===== src/rtl/fcs_pkg.sv =====
// Shared constants and carriers for the FP control/status block
package fcs_pkg;
  // Control register indices
  localparam logic [4:0] FCS_IDX_IMPL_REV = 5'h00;
  localparam logic [4:0] FCS_IDX_CTL_STATUS = 5'h1f;
  // Identity fields, values arbitrary
  localparam logic [7:0] FCS_IMPL_CODE = 8'h3c;
  localparam logic [7:0] FCS_REV_CODE = 8'h02;
  localparam int FCS_IMPL_LSB = 8;
  localparam int FCS_REV_LSB = 0;
  // Control/status field positions
  localparam int FCS_CC_HI_MSB = 31;
  localparam int FCS_CC_HI_LSB = 25;
  localparam int FCS_FS_BIT = 24;
  localparam int FCS_CC0_BIT = 23;
  localparam int FCS_CC1_BIT = 25;
  localparam int FCS_CAUSE_MSB = 17;
  localparam int FCS_CAUSE_LSB = 12;
  localparam int FCS_EN_MSB = 11;
  localparam int FCS_EN_LSB = 7;
  localparam int FCS_FLAG_MSB = 6;
  localparam int FCS_FLAG_LSB = 2;
  localparam int FCS_RM_MSB = 1;
  localparam int FCS_RM_LSB = 0;
  localparam int FCS_UNIMP_BIT = 5;
  localparam logic [31:0] FCS_CSR_WMASK = 32'hff83_ffff;
  localparam logic [31:0] FCS_CSR_RESET = 32'h0000_0000;
  // Status word width-mode bit position
  localparam int FCS_WIDE_MODE_BIT = 26;
  // Cause-register code reported for an FP exception, arbitrary
  localparam logic [4:0] FCS_EXC_CODE = 5'h0f;
  // Register file geometry
  localparam int FCS_LOG_REGS = 32;
  localparam int FCS_LOG_W = 5;
  localparam int FCS_PHYS_W = 6;
  localparam int FCS_TAG_W = 8;

  typedef enum logic [1:0] {
    FCS_RND_NEAREST_EVEN = 2'h0,
    FCS_RND_TOWARD_ZERO = 2'h1,
    FCS_RND_UP_POSITIVE = 2'h2,
    FCS_RND_DOWN_NEGATIVE = 2'h3
  } fcs_round_e;

  // Completion report from a pipe
  typedef struct packed {
    logic done;
    logic arith;
    logic [5:0] cause;
    logic cmp;
    logic paired;
    logic res_lo;
    logic res_hi;
  } fcs_op_s;

  // Control-move request from the core
  typedef struct packed {
    logic wr;
    logic rd;
    logic [4:0] idx;
    logic [31:0] wdata;
  } fcs_ctl_s;

  // Instruction offered by the queue
  typedef struct packed {
    logic valid;
    logic b_ok;
    logic [7:0] tag;
  } fcs_slot_s;
endpackage


===== src/rtl/fcs_issue.sv =====
// Two-pipe dispatcher for the FP issue queue
`timescale 1ns/1ps
module fcs_issue
  import fcs_pkg::*;
(
  // Clock and reset
  input wire logic i_mclk,
  input wire logic i_rst_b,
  // Offered instructions, slot 0 oldest
  input wire fcs_slot_s i_slot0,
  input wire fcs_slot_s i_slot1,
  // Taken this cycle
  output logic o_take0,
  output logic o_take1,
  // Dispatch to pipes
  output logic o_a_valid,
  output logic [7:0] o_a_tag,
  output logic o_b_valid,
  output logic [7:0] o_b_tag
);
  logic s0_to_b;
  logic s1_go;

  // Old slot goes to pipe b only when the young one cannot
  assign s0_to_b = i_slot0.b_ok && i_slot1.valid && !i_slot1.b_ok;
  assign s1_go = i_slot0.valid && i_slot1.valid && (s0_to_b || i_slot1.b_ok);
  assign o_take0 = i_slot0.valid;
  assign o_take1 = s1_go;

  always_ff @(posedge i_mclk or negedge i_rst_b) begin
    if (!i_rst_b) begin
      o_a_valid <= 1'b0;
      o_a_tag <= 8'h00;
      o_b_valid <= 1'b0;
      o_b_tag <= 8'h00;
    end else begin
      // One per pipe per cycle
      o_a_valid <= (i_slot0.valid && !s0_to_b) || (s1_go && s0_to_b);
      o_b_valid <= (i_slot0.valid && s0_to_b) || (s1_go && !s0_to_b);
      o_a_tag <= s0_to_b ? i_slot1.tag : i_slot0.tag;
      o_b_tag <= s0_to_b ? i_slot0.tag : i_slot1.tag;
    end
  end
endmodule // fcs_issue


===== src/rtl/fcs_map.sv =====
// Logical to physical FP register map table
`timescale 1ns/1ps
module fcs_map
  import fcs_pkg::*;
(
  // Clock and reset
  input wire logic i_mclk,
  input wire logic i_rst_b,
  // Remap write
  input wire logic i_wr,
  input wire logic [4:0] i_wr_idx,
  input wire logic [5:0] i_wr_phys,
  // Lookup
  input wire logic [4:0] i_rd_idx,
  output logic [5:0] o_rd_phys
);
  logic [5:0] ent_q [FCS_LOG_REGS];

  // Identity map after reset keeps early code usable
  for (genvar g = 0; g < FCS_LOG_REGS; g++) begin : g_ent
    always_ff @(posedge i_mclk or negedge i_rst_b) begin
      if (!i_rst_b) begin
        ent_q[g] <= 6'(g);
      end else if (i_wr && i_wr_idx == 5'(g)) begin
        ent_q[g] <= i_wr_phys;
      end
    end
  end

  always_ff @(posedge i_mclk or negedge i_rst_b) begin
    if (!i_rst_b) begin
      o_rd_phys <= 6'h00;
    end else begin
      o_rd_phys <= ent_q[i_rd_idx];
    end
  end
endmodule // fcs_map


===== src/rtl/fcs_top.sv =====
// FP coprocessor control, status, rename and issue
`timescale 1ns/1ps
module fcs_top
  import fcs_pkg::*;
(
  // Clock and reset
  input wire logic i_mclk,
  input wire logic i_rst_b,
  // Control moves
  input wire fcs_ctl_s i_ctl,
  output logic o_ctl_rvalid,
  output logic [31:0] o_ctl_rdata,
  // Processor status bit for register width
  input wire logic i_wide_register_mode,
  // Completing operations
  input wire fcs_op_s i_op,
  // Issue queue
  input wire fcs_slot_s i_slot0,
  input wire fcs_slot_s i_slot1,
  output logic o_take0,
  output logic o_take1,
  output logic o_fp_pipe_a_valid,
  output logic [7:0] o_fp_pipe_a_tag,
  output logic o_fp_pipe_b_valid,
  output logic [7:0] o_fp_pipe_b_tag,
  // Rename
  input wire logic i_map_wr,
  input wire logic [4:0] i_map_idx,
  input wire logic [5:0] i_map_phys,
  input wire logic [4:0] i_lookup_idx,
  output logic [5:0] o_phys_addr,
  output logic o_phys_hi_half,
  // Control to the pipes
  output logic [1:0] o_rounding_select,
  output logic o_flush_denormal,
  output logic o_dest_wr_en,
  output logic o_compare_result_bit,
  // Exception to the core
  output logic o_fp_exception,
  output logic [4:0] o_float_exception_code
);
  logic [31:0] csr_q;
  logic [31:0] csr_d;
  logic hi_half_q;
  logic take0;
  logic take1;
  logic [5:0] map_phys;
  logic [4:0] look_idx;
  logic op_exc;
  logic [5:0] trig;
  logic exc_d;

  // Decoded fields
  logic [5:0] cause;
  logic [4:0] enables;
  logic [4:0] flags;
  assign cause = csr_q[FCS_CAUSE_MSB:FCS_CAUSE_LSB];
  assign enables = csr_q[FCS_EN_MSB:FCS_EN_LSB];
  assign flags = csr_q[FCS_FLAG_MSB:FCS_FLAG_LSB];

  fcs_issue u_issue (
    .i_mclk(i_mclk),
    .i_rst_b(i_rst_b),
    .i_slot0(i_slot0),
    .i_slot1(i_slot1),
    .o_take0(take0),
    .o_take1(take1),
    .o_a_valid(o_fp_pipe_a_valid),
    .o_a_tag(o_fp_pipe_a_tag),
    .o_b_valid(o_fp_pipe_b_valid),
    .o_b_tag(o_fp_pipe_b_tag)
  );

  // Narrow mode folds odd names onto the even register
  assign look_idx = i_wide_register_mode ? i_lookup_idx
                  : {i_lookup_idx[4:1], 1'b0};

  fcs_map u_map (
    .i_mclk(i_mclk),
    .i_rst_b(i_rst_b),
    .i_wr(i_map_wr),
    .i_wr_idx(i_map_idx),
    .i_wr_phys(i_map_phys),
    .i_rd_idx(look_idx),
    .o_rd_phys(map_phys)
  );
  assign o_phys_addr = map_phys;

  always_ff @(posedge i_mclk or negedge i_rst_b) begin
    if (!i_rst_b) begin
      hi_half_q <= 1'b0;
    end else begin
      hi_half_q <= !i_wide_register_mode && i_lookup_idx[0];
    end
  end
  assign o_phys_hi_half = hi_half_q;

  // Issue handshake is registered, one cycle after the queue's offer
  always_ff @(posedge i_mclk or negedge i_rst_b) begin
    if (!i_rst_b) begin
      o_take0 <= 1'b0;
      o_take1 <= 1'b0;
    end else begin
      o_take0 <= take0;
      o_take1 <= take1;
    end
  end

  // Operation outcome: enabled cause or unimplemented traps
  assign trig = {i_op.cause[FCS_UNIMP_BIT], i_op.cause[4:0] & enables};
  assign op_exc = i_op.done && i_op.arith && (|trig);

  always_comb begin
    csr_d = csr_q;
    if (i_op.done && i_op.arith) begin
      csr_d[FCS_CAUSE_MSB:FCS_CAUSE_LSB] = i_op.cause;
      if (!op_exc) begin
        csr_d[FCS_FLAG_MSB:FCS_FLAG_LSB] = flags | i_op.cause[4:0];
      end
    end
    if (i_op.done && i_op.cmp && !op_exc) begin
      csr_d[FCS_CC0_BIT] = i_op.res_lo;
      if (i_op.paired) begin
        csr_d[FCS_CC1_BIT] = i_op.res_hi;
      end
    end
    // Control write comes later in program order, so it wins
    if (i_ctl.wr && i_ctl.idx == FCS_IDX_CTL_STATUS) begin
      csr_d = i_ctl.wdata & FCS_CSR_WMASK;
    end
  end

  always_ff @(posedge i_mclk or negedge i_rst_b) begin
    if (!i_rst_b) begin
      csr_q <= FCS_CSR_RESET;
    end else begin
      csr_q <= csr_d;
    end
  end

  // Level from the stored state; stays until a status write or the next arithmetic op leaves no trapping cause
  assign exc_d = csr_d[FCS_CAUSE_MSB]
    | (|(csr_d[FCS_CAUSE_LSB+4:FCS_CAUSE_LSB]
         & csr_d[FCS_EN_MSB:FCS_EN_LSB]));

  always_ff @(posedge i_mclk or negedge i_rst_b) begin
    if (!i_rst_b) begin
      o_fp_exception <= 1'b0;
      o_float_exception_code <= 5'h00;
    end else begin
      o_fp_exception <= exc_d;
      o_float_exception_code <= exc_d ? FCS_EXC_CODE : 5'h00;
    end
  end

  // Destination write only when no trap is taken
  always_ff @(posedge i_mclk or negedge i_rst_b) begin
    if (!i_rst_b) begin
      o_dest_wr_en <= 1'b0;
    end else begin
      o_dest_wr_en <= i_op.done && !op_exc;
    end
  end

  // Mode outputs follow the register
  always_ff @(posedge i_mclk or negedge i_rst_b) begin
    if (!i_rst_b) begin
      o_rounding_select <= FCS_RND_NEAREST_EVEN;
      o_flush_denormal <= 1'b0;
      o_compare_result_bit <= 1'b0;
    end else begin
      o_rounding_select <= csr_d[FCS_RM_MSB:FCS_RM_LSB];
      o_flush_denormal <= csr_d[FCS_FS_BIT];
      o_compare_result_bit <= csr_d[FCS_CC0_BIT];
    end
  end

  // Control reads; unused indices read zero
  always_ff @(posedge i_mclk or negedge i_rst_b) begin
    if (!i_rst_b) begin
      o_ctl_rvalid <= 1'b0;
      o_ctl_rdata <= 32'h0000_0000;
    end else begin
      o_ctl_rvalid <= i_ctl.rd;
      if (!i_ctl.rd) begin
        o_ctl_rdata <= 32'h0000_0000;
      end else if (i_ctl.idx == FCS_IDX_IMPL_REV) begin
        o_ctl_rdata <= {16'h0000, FCS_IMPL_CODE, FCS_REV_CODE};
      end else if (i_ctl.idx == FCS_IDX_CTL_STATUS) begin
        o_ctl_rdata <= csr_q;
      end else begin
        o_ctl_rdata <= 32'h0000_0000;
      end
    end
  end
endmodule // fcs_top


===== config.mk =====
export PLATFORM = sky130hd
export DESIGN_NAME = fcs_top
export DESIGN_NICKNAME = d
export VERILOG_FILES = /design/src/rtl/fcs_pkg.sv /design/src/rtl/fcs_issue.sv /design/src/rtl/fcs_map.sv /design/src/rtl/fcs_top.sv
export SDC_FILE = /design/constraint.sdc
export NUM_CORES = 1
export LEC_CHECK = 0
export BUFFER_PORTS_ARGS = -buffer_cell sky130_fd_sc_hd__buf_4
export CORE_ASPECT_RATIO = 0.6
export CORE_MARGIN = 4
export CORE_UTILIZATION = 50
export CTS_CLUSTER_DIAMETER = 80
export CTS_CLUSTER_SIZE = 14
export DETAILED_ROUTE_END_ITERATION = 7
export PLACE_DENSITY = 0.85
export SETUP_SLACK_MARGIN = 0.15
export SLEW_MARGIN = 30
export SYNTH_ARGS = -nofsm -noshare
export SYNTH_HDL_FRONTEND = slang
export SYNTH_SLANG_ARGS = --single-unit

===== constraint.sdc =====
create_clock -name i_mclk -period 1.6 [get_ports i_mclk]
set_input_delay 0.16 -clock i_mclk [delete_from_list [all_inputs] [get_ports i_mclk]]
set_output_delay 0.16 -clock i_mclk [all_outputs]
set_load 0.02 [all_outputs]

======== Word-level counts from Yosys, hierarchy flattened ========
Index checks and enable logic that the tools add are counted.
word-level totals
  flip-flop bits (word level) ............. 289
  bits in latches ......................... 0
  bits in writable memories ............... 0
  memory bits (read-only) ................. 0
  bits of input ports ..................... 91
  output and inout bits ................... 71
  memories kept ........................... 0
cells by class
  $add $sub $neg .......................... 0
  multiply operators ...................... 0
  div/mod/pow operators ................... 0
  magnitude comparators ................... 1
  equality and inequality tests ........... 33
  shifts and indexed selects .............. 0
  multiplexer cells ....................... 17
  bitwise logic cells ..................... 5
  reduce and logical (&&, ||, !) cells .... 63
operators by type and width
  cell                                           count
  2-to-1 mux 32 bit                              3
  == test 5 bit, second input constant           17
  logical AND 1 bit                              47
  == test 5 x 4 -> 1 bit, second input constant  8
  binary-select mux 6 bit (select 5 bit)         1
  2-to-1 mux 26 bit                              1
  == test 5 x 3 -> 1 bit, second input constant  4
  2-to-1 mux 6 bit                               3
  2-to-1 mux 8 bit                               2
  bitwise AND 5 bit                              2
  == test 5 x 2 -> 1 bit, second input constant  2
  logical NOT 5 bit                              2
  2-to-1 mux 5 bit                               2
  >= comparator 6 bit, second input constant     1
  inverter 5 -> 6 bit                            1
  nonzero test 2 bit                             3
  OR reduction 6 bit                             1
  == test 5 x 1 -> 1 bit, second input constant  1
  OR 5 bit                                       1
  OR reduction 5 bit                             1
  logical NOT 1 bit                              4
  2-to-1 mux 1 bit                               4
  2-to-1 mux 4 bit                               1
  AND reduction 2 bit                            2
  3 further kinds                                5

======== Logic depth before layout (Yosys ltp) ========
  depth in word-level cells ............... 11
  depth in mapped cells ................... 6
  gate-level depth less buffers ........... 5

======== Cells and area by module ========
From an unflattened synthesis, not the netlist that was laid out.
second synthesis, totals
  cells, all modules ...................... 765
  area, all modules ....................... 12149.2 um^2
modules (own cells, without submodules)
  module     times used  cells an instance  area an instance (um^2)
  fcs_map    1           539                9039.9
  fcs_top    1           186                2378.5
  fcs_issue  1           40                 730.7

======== Worst setup path before layout ========
OpenSTA, ideal clock, no wires.
  path type ............................... input-to-reg
  start point ............................. input port i_lookup_idx[2]
  end point ............................... register u_map.o_rd_phys[0]
  library setup time ...................... 0.125 ns
  arrival ................................. 1.862 ns
  required time ........................... 1.475 ns
  slack ................................... -0.387 ns
  stages on the path ...................... 5
  path buffers ............................ 2
  path through ............................ clkbuf_1 > clkbuf_1 > mux4_2 > mux4_2 > mux2_2
between the ends
  longest elaborated chain between the ends .. 4
ends and longest elaborated chain
  what                                                 line           source
  start, declared                                      fcs_top.sv:30  input wire logic [4:0] i_lookup_idx,
  inverter 5 -> 6 bit (implied by the code)            fcs_map.sv:34  o_rd_phys <= ent_q[i_rd_idx];
  binary-select mux 6 bit (select 5 bit)               fcs_map.sv:34
  2-to-1 mux 6 bit (implied by the code) (2 in a row)  fcs_map.sv:34
  end signal, assigned                                 fcs_map.sv:34
  end, declared                                        fcs_map.sv:15  output logic [5:0] o_rd_phys
No other way between the ends. The select of a mux whose other input is x is not followed.
A chain may end at the register's enable or synchronous reset.

======== Final worst setup path ========
  start point ............................. register u_map.ent_q[167] (netlist bit)
  end point ............................... register u_map.o_rd_phys[5]
between the ends
  longest elaborated chain between the ends .. 3
ends and longest elaborated chain
  what                                                 line           source
  start, declared                                      fcs_map.sv:17  logic [5:0] ent_q [FCS_LOG_REGS];
  start signal, assigned by index                      fcs_map.sv:23  ent_q[g] <= 6'(g);
  start signal, assigned by index                      fcs_map.sv:25  ent_q[g] <= i_wr_phys;
  binary-select mux 6 bit (select 5 bit)               fcs_map.sv:34
  2-to-1 mux 6 bit (implied by the code) (2 in a row)  fcs_map.sv:34
No other way between the ends. The select of a mux whose other input is x is not followed.

==> impl_summary.md <==
Floorplanning
The core area is 23400 µm². The effective utilization at floorplan is 0.516. The floorplan step set the die width to 209 µm. The floorplan row count is 43. The overall die height is 128 µm. The die covers 26800 µm².

The number of I/O pins is 162.

Finish
The finished layout holds 1376 standard cells, fillers aside. The net count of the finished layout is 1135. The library cell used most frequently in the layout, excluding fill and tap cells, is sky130_fd_sc_hd__buf_4.

The share of layout cells above drive strength 1 is 0.421. Relative to the synthesized area, the layout overhead comes to 29.8%. The library cells used most frequently in the layout, excluding fill and tap cells, are 214 x sky130_fd_sc_hd__buf_4, 206 x sky130_fd_sc_hd__mux2_1, 195 x sky130_fd_sc_hd__dfrtp_1. The number of antenna diodes in the final layout is 0.

Setup path
Traced cell by cell, the critical path runs through mux4_2 > mux4_2 > mux2_2. The worst setup path is of the reg -> reg kind. Along the worst path, the maximum fanout reaches 2. The data arrival time of the critical path is 2.23 ns.

The largest individual stage delay along the critical path comes from the cell sky130_fd_sc_hd__mux4_2. On the critical path the largest part of the delay comes from multiplexers. The type of element launching the critical path is a flop. The worst setup path is captured at a flop.

The count of cells along the worst register-to-register path is 3. Setup slack on the worst reg-to-reg path comes out at -0.22 ns. The required arrival time at the worst endpoint is 2.01 ns.

For this run, the slowest stage of the critical path takes 0.55 ns. Together, buffers and inverters on the worst path number 0. The beginning of the worst register-to-register path is u_map.ent_q[167]. The most frequent cell on the critical path is sky130_fd_sc_hd__mux4_2. The worst register-to-register path ends at u_map.o_rd_phys[5].

Placed design
At the end of routability-driven placement, the weighted congestion stood at 0.925. During placement, the flow inserted port buffers numbering 150. The count of placed standard cells including taps is 1259. Detailed placement ended at an HPWL of 22900 µm.

Routing
The via density per instance is 5.71. The remaining routing DRC violations is 0. The number of antenna-violating nets in the routed design is 0.

Across all layers, the routed design uses 7859 vias. Summed over all layers, the routed wires come to 32600 µm. The pre-antenna-repair detailed-routing pass consisted of 5 iterations. The initial detailed-routing violation count is 702. Dividing the detail-routed wire length by the instance count gives 23.7 µm.

Power
The worst-case IR drop observed on VDD is 0.979 mV. Of the total power, the share spent switching nets is 0.263. The internal power contribution is 13.2 mW.

The net switching power is 4.70 mW. The clock group share of total power is 0.300. The share of total power dissipated in sequential elements is 0.523. The total power of the final layout is 17.9 mW. Dividing total power by cell area gives a power density of 1140 nW/µm².

The static leakage is 7.17 nW. The combinational cell fraction of total power is 0.178.

Global route
The first global-routing pass estimated 50600 µm of wire. The number of antenna violations at the first check in global routing is 0. The number of global-route vias before repair is 8303. Entering global routing, the biggest net connects 64 pins. The total congestion overflow after global routing is 0.

The overall fraction of global-route tracks in use is 0.245.

Timing
The maximum clock frequency is 0.548 GHz. The final hold violation count is 0. Final hold analysis gives a worst-case slack of 0.0498 ns. The number of max-slew violations in the final report is 0. The worst path in the final design needs a cycle of 1.82 ns, including I/O delays and setup.

The relative max-transition margin is 0.626. In the post-route analysis, the smallest setup slack over all paths is -0.224 ns. At the pin with the least slew margin, the transition time is 0.561 ns. Setup repair after global routing could not meet its margin everywhere. On the final layout, the worst clock skew is 0.0204 ns. The total of endpoints with negative setup slack in the final report is 6.

Dividing the final minimum period by the clock period gives 1.14.

Synth
Yosys printed 0 warnings. The instance count of the mapped netlist is 771. After synthesis, the cell types taking the most area are sky130_fd_sc_hd__dfrtp_1 41%, sky130_fd_sc_hd__mux2_1 19%, sky130_fd_sc_hd__dfstp_2 17%. The synthesized netlist occupies a cell area of 12100 µm². The area share of the leading cell type in the synthesized netlist is 0.406. The unique cell type count in the Yosys netlist is 37.

The flip-flop and latch count after synthesis is 276. Dividing the synthesized area by the synthesized cell count gives 15.7 µm². The proportion of synthesized chip area in sequential cells is 0.581. The cell type with the largest total area after synthesis is sky130_fd_sc_hd__dfrtp_1.

Status
The final reports fail on setup timing. The run finished, with violations left.

Clock network
Counting along the longest clock path gives a buffer depth of 3. Clock tree synthesis inserted a total of 23 buffers. The total clock sinks is 276. The number of H-tree branching levels is 1. The root cell of the clock tree is sky130_fd_sc_hd__clkbuf_16. TritonCTS built the clock tree. Clock latency on the worst-skew pair, taken at its later pin, is 0.53 ns. The clock-pin slew on the worst setup and hold paths is 0.07 ns.

Run
Max-cap violations in this run came to 0.

Worst hold path
The path type of the worst min-delay path is in -> reg. The worst-case hold path end point is o_dest_wr_en. The cell depth of the worst min-delay path is 4. The origin of the worst min-delay path is i_op[9].
[power by group through the flow]
stage | sequential (mW) | clock [mW] | combinational (mW)
after global placement | 9.37 | 0 | 2.78
final | 9.34 | 5.36 | 3.17
after floorplan | 9.04 | 0 | 1.84
after detailed placement | 9.37 | 0 | 2.93
after global routing | 9.43 | 5.77 | 3.43
after CTS | 9.27 | 5.47 | 3.13
[cell type report]
| type | instances | area, µm² |
|---|---|---|
| repair buffers | 301 | 2600 |
| flip-flops and latches | 276 | 7010 |
| clock inverters | 2 | 38.8 |
| fillers | 1609 | 7740 |
| well taps | 315 | 394 |
| multi-input cells | 437 | 4960 |
| clock buffers | 40 | 639 |
| inverters | 5 | 18.8 |
[worst max path at each step]
stage / from / end / slack (ns) / cells past startpoint
6_report: u_map.ent_q[167] / u_map.o_rd_phys[5] / -0.22 / 3
5_1_grt: u_map.ent_q[167] / u_map.o_rd_phys[5] / -0.25 / 3
4_1_cts: u_map.ent_q[167] / u_map.o_rd_phys[5] / -0.21 / 3
3_5_place_dp: i_wide_register_mode / u_map.o_rd_phys[1] / -0.48 / 6
3_3_place_gp: i_wide_register_mode / u_map.o_rd_phys[4] / -0.42 / 6
2_1_floorplan: i_wide_register_mode / u_map.o_rd_phys[0] / -0.23 / 6
[metrics by stage]
| step | setup WS, ns | util | cell area (µm²) | setup TNS [ns] |
|---|---|---|---|---|
| after detailed placement | -0.481 | 0.605 | 14100 | -3.72 |
| after CTS | -0.207 | 0.666 | 15600 | -1.03 |
| final | -0.224 | 0.669 | 15700 | -1.12 |
| after global placement | -0.425 | 0.605 | 14100 | -2.87 |
| after global routing | -0.247 | 0.669 | 15700 | -1.22 |
| after floorplan | -0.227 | - | 12200 | -1.30 |
[flip-flops by register name, summed over array words and instances (netlist names)]
register                count
u_issue.o_b_tag             8
o_dest_wr_en                1
o_float_exception_code      1
o_ctl_rdata                27
o_phys_hi_half              1
o_take1                     1
u_issue.o_b_valid           1
csr_q                      26
u_map.ent_q               192
o_take0                     1
u_issue.o_a_tag             8
u_map.o_rd_phys             6
o_ctl_rvalid                1
u_issue.o_a_valid           1
o_rounding_select           1
[cell usage after synthesis]
master                     count
sky130_fd_sc_hd__a21boi_0      1
sky130_fd_sc_hd__a21o_1        5
sky130_fd_sc_hd__a21oi_1      21
sky130_fd_sc_hd__a222oi_1      1
sky130_fd_sc_hd__a22oi_1       3
sky130_fd_sc_hd__and2_1       22
sky130_fd_sc_hd__and3_1        1
sky130_fd_sc_hd__and4_1        1
sky130_fd_sc_hd__buf_1         2
sky130_fd_sc_hd__buf_2         2
sky130_fd_sc_hd__buf_4        12
sky130_fd_sc_hd__buf_6         3
sky130_fd_sc_hd__clkbuf_1     39
sky130_fd_sc_hd__conb_1        1
sky130_fd_sc_hd__dfrtp_1     196
sky130_fd_sc_hd__dfstp_2      80
sky130_fd_sc_hd__inv_1         5
sky130_fd_sc_hd__mux2_1      206
sky130_fd_sc_hd__mux2_2       22
sky130_fd_sc_hd__mux2i_1       8
sky130_fd_sc_hd__mux4_2       60
sky130_fd_sc_hd__nand2_1      17
sky130_fd_sc_hd__nand2b_1      4
sky130_fd_sc_hd__nand3_1       2
sky130_fd_sc_hd__nand3b_1      2
sky130_fd_sc_hd__nand4_1       2
sky130_fd_sc_hd__nand4b_1      3
sky130_fd_sc_hd__nor2_1       27
sky130_fd_sc_hd__nor2b_1       5
sky130_fd_sc_hd__nor3_1        7
sky130_fd_sc_hd__nor3b_1       2
sky130_fd_sc_hd__nor4_2        2
sky130_fd_sc_hd__o211a_1       2
sky130_fd_sc_hd__o21ai_0       1
sky130_fd_sc_hd__o22ai_1       2
sky130_fd_sc_hd__o31ai_1       1
sky130_fd_sc_hd__or4b_1        1
[per-layer routing]
layer  global-route usage  part of all wire  wire length, µm  up-vias
met5                    0                 0                0        -
met2                0.348              0.43            13900      318
met3               0.0877              0.10             3340       45
met1                0.374              0.45            14800     4130
li1                     -                 -                -     3366
met4               0.0433             0.017              549        0
[worst min-delay path, delay by kind of cell]
family / cells / cell delay [ns]
AO/OA/AOI/OAI: 2 / 0.15
buffers and inverters: 1 / 0.10
AND/OR/NAND/NOR: 1 / 0.12
[cells by family after synthesis]
logic type	synth area share
AOI/OAI and AO/OA	0.0189
buffers and inverters	0.0254
DFF	0.581
muxes	0.331
other	0.000311
and+or+nand+nor	0.0433
[timing repair]
action / CTS / global route
pin swaps: 0 / 14
hold buffers: 73 / 0
setup endpoints to repair: 13 / 20
resized for setup: 6 / 17
buffers inserted: 1 / 1
endpoints found under the hold margin: 142 / 0
Power figures use the tool's default switching activity.
